--- src/hdl/adcrd_cfg.svh ---
// Constants of the read-triggered converter control block
`ifndef ADCRD_CFG_SVH
`define ADCRD_CFG_SVH
`define ADCRD_OFS_RESULT 4'h0
`define ADCRD_OFS_DIV 4'h4
`define ADCRD_OFS_STATUS 4'h8
`define ADCRD_DONE_BIT 31
`define ADCRD_DIVSEL_BIT 16
`define ADCRD_SIGNED_BIT 0
`define ADCRD_BUSY_BIT 0
`define ADCRD_DIV_SLOW 5'h10
`define ADCRD_DIV_FAST 5'h04
`define ADCRD_CONV_TICKS 5'h10
`define ADCRD_SAMPLE_RST 16'h0000
`define ADCRD_WORD_ZERO 32'h00000000
`define ADCRD_HTRANS_NONSEQ 2'h2
`endif

--- src/hdl/adcrd_pkg.sv ---
// Types of the read-triggered converter control block
`default_nettype none
package adcrd_pkg;
	typedef enum logic [0:0] {
		ADCRD_IDLE = 1'b0,
		ADCRD_BUSY = 1'b1
	} adcrd_state_t;
endpackage
`default_nettype wire

--- src/hdl/adcrd_top.sv ---
// Read-triggered converter control with an AHB-Lite register slave
//
// Contract
// - A read of the result word starts a new conversion when the engine is idle.
// - Every result read returns the sample and a done flag in bit 31.
// - A result read during a conversion leaves that conversion untouched.
// - Bit 16 of the divider register selects the converter clock.
// - Select 0 divides the reference clock by 4, select 1 by 16.
// - The sample sits in bits 15:0; signed mode makes it signed.
`include "adcrd_cfg.svh"
`timescale 1ns/1ns
`default_nettype none

module adcrd_top (
	input wire logic hclk,
	input wire logic hresetn,
	input wire logic hsel,
	input wire logic [31:0] haddr,
	input wire logic [1:0] htrans,
	input wire logic hwrite,
	input wire logic [2:0] hsize,
	input wire logic [31:0] hwdata,
	input wire logic hready,
	output logic hreadyout,
	output logic hresp,
	output logic [31:0] hrdata,
	input wire logic ref_clk_in,
	input wire logic [15:0] adc_sample_in,
	output logic adc_busy
);

	//----------------------------------------
	// Helpers
	//----------------------------------------

	// Reference clock edges per converter tick, minus one
	function automatic logic [4:0] div_limit(input logic sel);
		div_limit = sel ? (`ADCRD_DIV_SLOW - 5'h01) : (`ADCRD_DIV_FAST - 5'h01);
	endfunction

	//----------------------------------------
	// Bus decode
	//----------------------------------------

	logic addr_ok;
	logic rd_result;
	logic rd_div;
	logic rd_status;
	logic wr_div_addr;
	logic wr_div_reg;
	logic wr_div_next;
	logic [31:0] hrdata_reg;
	logic [31:0] hrdata_next;

	// Only NONSEQ transfers are meaningful, whatever their hsize; the rest are ignored
	assign addr_ok = hsel && hready && (htrans == `ADCRD_HTRANS_NONSEQ);
	assign rd_result = addr_ok && !hwrite && (haddr[3:0] == `ADCRD_OFS_RESULT);
	assign rd_div = addr_ok && !hwrite && (haddr[3:0] == `ADCRD_OFS_DIV);
	assign rd_status = addr_ok && !hwrite && (haddr[3:0] == `ADCRD_OFS_STATUS);
	assign wr_div_addr = addr_ok && hwrite && (haddr[3:0] == `ADCRD_OFS_DIV);

	// Zero wait states, always OKAY
	assign hreadyout = 1'b1;
	assign hresp = 1'b0;
	assign hrdata = hrdata_reg;

	//----------------------------------------
	// Reference clock synchroniser
	//----------------------------------------

	logic ref_s1_reg;
	logic ref_s2_reg;
	logic ref_s3_reg;
	logic [15:0] samp_s1_reg;
	logic [15:0] samp_s2_reg;
	logic ref_edge;

	// Pin inputs cross two flops; edge detect looks only at later stages
	always_ff @(posedge hclk or negedge hresetn) begin
		if (!hresetn) begin
			ref_s1_reg <= 1'b0;
			ref_s2_reg <= 1'b0;
			ref_s3_reg <= 1'b0;
			samp_s1_reg <= `ADCRD_SAMPLE_RST;
			samp_s2_reg <= `ADCRD_SAMPLE_RST;
		end else begin
			ref_s1_reg <= ref_clk_in;
			ref_s2_reg <= ref_s1_reg;
			ref_s3_reg <= ref_s2_reg;
			samp_s1_reg <= adc_sample_in;
			samp_s2_reg <= samp_s1_reg;
		end
	end

	assign ref_edge = ref_s2_reg && !ref_s3_reg;

	//----------------------------------------
	// Converter clock divider
	//----------------------------------------

	logic div_sel_reg;
	logic div_sel_next;
	logic signed_reg;
	logic signed_next;
	logic [4:0] ref_cnt_reg;
	logic [4:0] ref_cnt_next;
	logic conv_tick;

	// A tick every 4 or 16 reference edges; hclk must be well above ref
	assign conv_tick = ref_edge && (ref_cnt_reg == div_limit(div_sel_reg));

	// Divider register write lands in the data phase
	always_comb begin
		div_sel_next = div_sel_reg;
		signed_next = signed_reg;
		wr_div_next = wr_div_addr;
		ref_cnt_next = ref_cnt_reg;
		if (wr_div_reg) begin
			div_sel_next = hwdata[`ADCRD_DIVSEL_BIT];
			signed_next = hwdata[`ADCRD_SIGNED_BIT];
		end
		if (conv_tick) begin
			ref_cnt_next = 5'h00;
		end else if (ref_edge) begin
			ref_cnt_next = ref_cnt_reg + 5'h01;
		end
		// A shorter divide after a switch must not leave the count past the limit
		if (ref_cnt_next > div_limit(div_sel_reg)) begin
			ref_cnt_next = 5'h00;
		end
	end

	always_ff @(posedge hclk or negedge hresetn) begin
		if (!hresetn) begin
			div_sel_reg <= 1'b0;
			signed_reg <= 1'b0;
			wr_div_reg <= 1'b0;
			ref_cnt_reg <= 5'h00;
		end else begin
			div_sel_reg <= div_sel_next;
			signed_reg <= signed_next;
			wr_div_reg <= wr_div_next;
			ref_cnt_reg <= ref_cnt_next;
		end
	end

	//----------------------------------------
	// Conversion engine
	//----------------------------------------

	adcrd_pkg::adcrd_state_t state_reg;
	adcrd_pkg::adcrd_state_t state_next;
	logic [4:0] conv_cnt_reg;
	logic [4:0] conv_cnt_next;
	logic done_reg;
	logic done_next;
	logic [15:0] sample_reg;
	logic [15:0] sample_next;
	logic conv_start;
	logic conv_finish;

	// Only an idle engine takes a trigger, so a busy read cannot restart it
	assign conv_start = rd_result && (state_reg == adcrd_pkg::ADCRD_IDLE);
	assign conv_finish = (state_reg == adcrd_pkg::ADCRD_BUSY) && conv_tick
		&& (conv_cnt_reg == (`ADCRD_CONV_TICKS - 5'h01));
	assign adc_busy = (state_reg == adcrd_pkg::ADCRD_BUSY);

	// Next state of the engine, its tick count, flag and sample
	always_comb begin
		state_next = state_reg;
		conv_cnt_next = conv_cnt_reg;
		done_next = done_reg;
		sample_next = sample_reg;
		case (state_reg)
			adcrd_pkg::ADCRD_IDLE: begin
				if (conv_start) begin
					state_next = adcrd_pkg::ADCRD_BUSY;
					conv_cnt_next = 5'h00;
					done_next = 1'b0;
				end
			end
			adcrd_pkg::ADCRD_BUSY: begin
				// Reads are not looked at here at all
				if (conv_finish) begin
					state_next = adcrd_pkg::ADCRD_IDLE;
					done_next = 1'b1;
					// Signed mode turns offset binary into two's complement
					sample_next = signed_reg ? {~samp_s2_reg[15], samp_s2_reg[14:0]}
						: samp_s2_reg;
				end else if (conv_tick) begin
					conv_cnt_next = conv_cnt_reg + 5'h01;
				end
			end
			default: begin
				state_next = adcrd_pkg::ADCRD_IDLE;
			end
		endcase
	end

	always_ff @(posedge hclk or negedge hresetn) begin
		if (!hresetn) begin
			state_reg <= adcrd_pkg::ADCRD_IDLE;
			conv_cnt_reg <= 5'h00;
			done_reg <= 1'b0;
			sample_reg <= `ADCRD_SAMPLE_RST;
		end else begin
			state_reg <= state_next;
			conv_cnt_reg <= conv_cnt_next;
			done_reg <= done_next;
			sample_reg <= sample_next;
		end
	end

	//----------------------------------------
	// Read data
	//----------------------------------------

	// Read word is captured in the address phase, before the trigger clears done
	always_comb begin
		hrdata_next = `ADCRD_WORD_ZERO;
		if (rd_result) begin
			hrdata_next[`ADCRD_DONE_BIT] = done_reg;
			hrdata_next[15:0] = sample_reg;
		end else if (rd_div) begin
			hrdata_next[`ADCRD_DIVSEL_BIT] = div_sel_reg;
			hrdata_next[`ADCRD_SIGNED_BIT] = signed_reg;
		end else if (rd_status) begin
			hrdata_next[`ADCRD_BUSY_BIT] = adc_busy;
			hrdata_next[`ADCRD_DONE_BIT] = done_reg;
		end
	end

	always_ff @(posedge hclk or negedge hresetn) begin
		if (!hresetn) begin
			hrdata_reg <= `ADCRD_WORD_ZERO;
		end else begin
			hrdata_reg <= hrdata_next;
		end
	end

	//----------------------------------------
	// Assertions
	//----------------------------------------

	// An idle engine goes busy right after a result read
	a_read_starts: assert property (@(posedge hclk) disable iff (!hresetn)
		(rd_result && state_reg == adcrd_pkg::ADCRD_IDLE)
		|=> (state_reg == adcrd_pkg::ADCRD_BUSY) && (conv_cnt_reg == 5'h00))
		else $error("result read did not start a conversion");

	// Bit 31 of the read word shows the done flag seen at the read
	a_done_bit31: assert property (@(posedge hclk) disable iff (!hresetn)
		rd_result |=> (hrdata[`ADCRD_DONE_BIT] == $past(done_reg)))
		else $error("bit 31 does not match the done flag");

	// A busy read neither resets the count nor ends the conversion early
	a_busy_read_keeps: assert property (@(posedge hclk) disable iff (!hresetn)
		(rd_result && adc_busy && !conv_tick)
		|=> (conv_cnt_reg == $past(conv_cnt_reg)) && adc_busy)
		else $error("read disturbed an ongoing conversion");

	// The divider write data bit 16 becomes the select
	a_div_select: assert property (@(posedge hclk) disable iff (!hresetn)
		wr_div_reg |=> (div_sel_reg == $past(hwdata[`ADCRD_DIVSEL_BIT])))
		else $error("divider select not taken from bit 16");

	// Reference edges since the last tick, counted apart from the divider itself
	logic [4:0] chk_edges_reg;
	logic [4:0] chk_edges_next;
	logic chk_clean_reg;
	logic chk_clean_next;

	// A divider write voids the running interval, since the ratio may change mid-way
	always_comb begin
		chk_edges_next = chk_edges_reg;
		chk_clean_next = chk_clean_reg;
		if (conv_tick) begin
			chk_edges_next = 5'h00;
			chk_clean_next = 1'b1;
		end else if (ref_edge) begin
			chk_edges_next = chk_edges_reg + 5'h01;
		end
		if (wr_div_reg) begin
			chk_clean_next = 1'b0;
		end
	end

	// First interval after reset is left unchecked as well
	always_ff @(posedge hclk or negedge hresetn) begin
		if (!hresetn) begin
			chk_edges_reg <= 5'h00;
			chk_clean_reg <= 1'b0;
		end else begin
			chk_edges_reg <= chk_edges_next;
			chk_clean_reg <= chk_clean_next;
		end
	end

	// A tick that ends a clean interval comes on the 4th or 16th reference edge
	a_div_count: assert property (@(posedge hclk) disable iff (!hresetn)
		(conv_tick && chk_clean_reg)
		|-> (chk_edges_reg == (div_sel_reg ? (`ADCRD_DIV_SLOW - 5'h01)
			: (`ADCRD_DIV_FAST - 5'h01))))
		else $error("converter clock divide ratio wrong");

	// Low halfword carries the sample and bits 30:16 read zero
	a_low_half: assert property (@(posedge hclk) disable iff (!hresetn)
		rd_result |=> (hrdata[15:0] == $past(sample_reg)) && (hrdata[30:16] == 15'h0000))
		else $error("result word layout wrong");

	// Done clears at the start and sets, with the engine idle again, at the finish
	a_done_flow: assert property (@(posedge hclk) disable iff (!hresetn)
		(conv_start |=> !done_reg) and (conv_finish |=> done_reg && !adc_busy))
		else $error("done flag not cleared at start or set at finish");

endmodule // adcrd_top
`default_nettype wire

--- config.mk ---
export PLATFORM = sky130hd
export DESIGN_NAME = adcrd_top
export DESIGN_NICKNAME = d
export VERILOG_FILES = /design/src/hdl/adcrd_pkg.sv /design/src/hdl/adcrd_top.sv
export VERILOG_INCLUDE_DIRS = /design/src /design/src/hdl
export SDC_FILE = /design/constraint.sdc
export NUM_CORES = 1
export LEC_CHECK = 0
export BUFFER_PORTS_ARGS = -buffer_cell sky130_fd_sc_hd__clkbuf_2
export CAP_MARGIN = 20
export CORE_MARGIN = 4
export CORE_UTILIZATION = 43
export DETAILED_ROUTE_END_ITERATION = 6
export PLACE_DENSITY = 0.78
export SYNTH_ARGS = -nofsm -noshare
export SYNTH_HDL_FRONTEND = slang
export SYNTH_SLANG_ARGS = --single-unit
--- constraint.sdc ---
create_clock -name hclk -period 2 [get_ports hclk]
set_input_delay 0.1 -clock hclk [delete_from_list [all_inputs] [get_ports hclk]]
set_output_delay 0.1 -clock hclk [all_outputs]
set_load 0.01 [all_outputs]
==> impl_metrics.csv <==
group,metric,value,unit
status,status,"finished with violations",
status,violations,"negative setup slack",
synth,syn_inst,220,
synth,synth_area_per_cell,14.26,µm²
synth,ys_seq_area_share,66.99,%
setup_path,cp-end-kind,"register",
synth,ys_async_sr_fraction,100.0,%
grt,grt_pass1_vias,1921,
clock_network,clkTransAtPathRegs,0.08,ns
setup_path,arrival,2.24,ns
clock_network,clock_sinks,84,
die,start_util,45.19,%
clock_network,htree_levels,3,
setup_path,cpMaxStageDelayCell,"dfrtp_1",
clock_network,clock_latency,0.34,ns
timing,setup_tns,-0.1018,ns
cells_and_area,finalNonFillerCells,418,
timing,skew,0.009725,ns
place,post-place-ws,-0.1087,ns
die,die_w,93.43,µm
timing,clock.fmax,0.4933,GHz
cells_and_area,utilization,59.33,%
timing,hold_viol,0,
timing,relSlewSlack,62.87,%
run,max_cap_viol_count,0,
pwr,peakVddDrop,0.0004360,V
grt,grt_pass1_wl,8473,µm
synth,ys_ff_latch,84,
synth,synth_warnings,0,
die,fp.dieH,93.43,µm
die,core-area,0.006944,mm²
timing,final_max_slew_viol_count,0,
timing,period_share,101.4,%
place,placedCellCount,372,
pwr,power,3.022,mW
clock_network,cts-buffers-inserted,9,
routing,drtAntennaViolNets,0,
cells_and_area,largest_register_ffs,18,
routing,detail_route.wl_per_cell,12.90,µm
place,port_buffers,48,
timing,worst_pin_slew,0.5569,ns
setup_path,crit_chain,"nor2b_2 -> nand4_1 -> o311ai_2 -> o21ai_1 -> ha_1 -> buf_4 -> a31oi_2 -> nor3_1",
timing,holdWs,0.09621,ns
synth,synth_cell_type_count,43,
cells_and_area,stdcell_area,0.004120,mm²
routing,drc,0,
setup_path,cp_slowest_stage_delay,0.42,ns
routing,wl,5391,µm
routing,dr_total_vias,1910,
setup_path,reg2reg_slack,-0.03,ns
clock_network,clockBufferDepth,2,
timing,timing.final.ws_setup,-0.02717,ns
setup_path,critical_path_required,2.22,ns
setup_path,crit_type,"reg -> reg",
die,rows,30,
timing,period_needed,2.027,ns
grt,gr-total-overflow,0,
grt,grtUsageTotal,12.46,%
die,ios,126,
cells_and_area,syn_to_final_growth,31.30,%
worst_hold_path,hp-class,"in -> reg",
routing,drt-pass1-iter-count,4,
cells_and_area,fin_nets,413,
routing,vias_per_cell,4.569,
timing,rsz0062_at_grt,"yes",
place,dp_hpwl,3397,µm
grt,grt_max_degree,45,
pwr,power_density,733.4,mW/mm²
setup_path,worstPathMaxFanout,5,
synth,synthesis.area,0.003138,mm²
clock_network,tritoncts,"built",
grt,antenna_found_initial,0,
cells_and_area,antennaDiodeCount,0,
clock_network,cts-root-buf,"clkbuf_8",
setup_path,startpoint_type,"register",
place,gp_congestion,0.7654,
cells_and_area,drive_gt1_share,35.71,%
synth,ys.flop_type,"dfrtp_1",
timing,setup_viol,4,
routing,drt_iter0_markers,91,
place,placed_area,0.003535,mm²
synth,synth-edff-count,0,
pwr,power.leakage,2.040,nW
die,fp.dieArea,0.008728,mm²
[report_power, final]
| group | total [mW] | switching, mW | internal [mW] |
|---|---|---|---|
| sequential | 1.76 | 0.0224 | 1.74 |
| clock | 1.09 | 0.595 | 0.493 |
| combinational | 0.171 | 0.0890 | 0.0822 |
[cell usage in the layout (no fill, tap or decap), types with 5 or more instances in the layout]
| master | netlist | routed |
|---|---|---|
| mux2_4 | 6 | 15 |
| clkbuf_8 | 0 | 10 |
| buf_4 | 16 | 15 |
| dfrtp_1 | 84 | 84 |
| clkbuf_2 | 0 | 47 |
| and2_1 | 15 | 15 |
| inv_1 | 6 | 5 |
| conb_1 | 2 | 17 |
| nor2_1 | 7 | 7 |
| nand2_1 | 7 | 7 |
| dlygate4sd3_1 | 0 | 23 |
[synthesized netlist by cell type (3+ instances only)]
library cell	number	share of area, %
nor2_1	7	0.84
buf_4	16	3.8
or4_1	3	0.72
and2_1	15	3.0
nor2b_1	4	0.80
mux2_2	11	3.9
ha_1	5	2.0
o21ai_0	4	0.64
inv_1	6	0.72
nand2_1	7	0.84
mux2i_1	3	0.96
a21oi_1	5	0.80
dfrtp_1	84	67
nor3_1	5	0.80
mux2_4	6	2.9
xnor2_1	3	0.84
[area by class of cell]
class	instances	area, µm²
Clock buffer	10	137.6
Clock inverter	6	46.29
Fill cell	546	2824
Inverter	6	22.52
Multi-Input combinational cell	126	1012
Sequential cell	84	2102
Tap cell	96	120.1
Timing Repair Buffer	90	679.4
[metal layers]
layer | GRT usage (%) | vias up | share of wire (%)
met1 | 15.51 | 927 | 44
met3 | 2.816 | 8 | 5.0
met5 | 0 | - | 0
met2 | 20.25 | 52 | 49
li1 | - | 923 | -
met4 | 6.471 | 0 | 1.5
[what timing repair did]
action | CTS | global route
endpoints found under the setup margin | 4 | 13
pin swaps | 6 | 7
gates cloned | 0 | 2
resized for setup | 3 | 20
hold buffers | 23 | 0
buffers inserted | 2 | 3
hold endpoints to repair | 64 | 0
[cells by family (layout without fill, tap and decap cells)]
family          count (synthesis)  after routing  share of synthesized area [%]
mux                            20             20                          7.775
buf+inv                        25            112                          5.383
flops                          84             84                          66.99
simple gates                   57             57                          10.73
xor+xnor                        4              4                          1.117
other cells                     2             17                         0.2393
fa+ha+maj                       5              5                          1.994
compound gates                 23             23                          5.782
[critical path: cells and delay by family, from the launching register on]
family / cells / cell delay (ns)
buffers and inverters: 1 / 0.15
and+or+nand+nor: 3 / 0.51
AOI/OAI and AO/OA: 3 / 0.48
DFF: 1 / 0.42
adders and majority gates: 1 / 0.33
[worst paths after layout]
kind                                           from                  endpoint  cells after the start
min in group asynchronous                   hresetn       hrdata[9]$_DFF_PN0_                      2
max in group asynchronous                   hresetn       hrdata[7]$_DFF_PN0_                      3
hold reg to reg            samp_s1_reg[1]$_DFF_PN0_  samp_s2_reg[1]$_DFF_PN0_                      0
hold / removal                               hwrite       hrdata[0]$_DFF_PN0_                      3
setup reg to reg               ref_s2_reg$_DFF_PN0_  ref_cnt_reg[0]$_DFF_PN0_                      8
setup / recovery               ref_s2_reg$_DFF_PN0_  ref_cnt_reg[0]$_DFF_PN0_                      8
No activity file was read; power rests on OpenSTA's default activity.
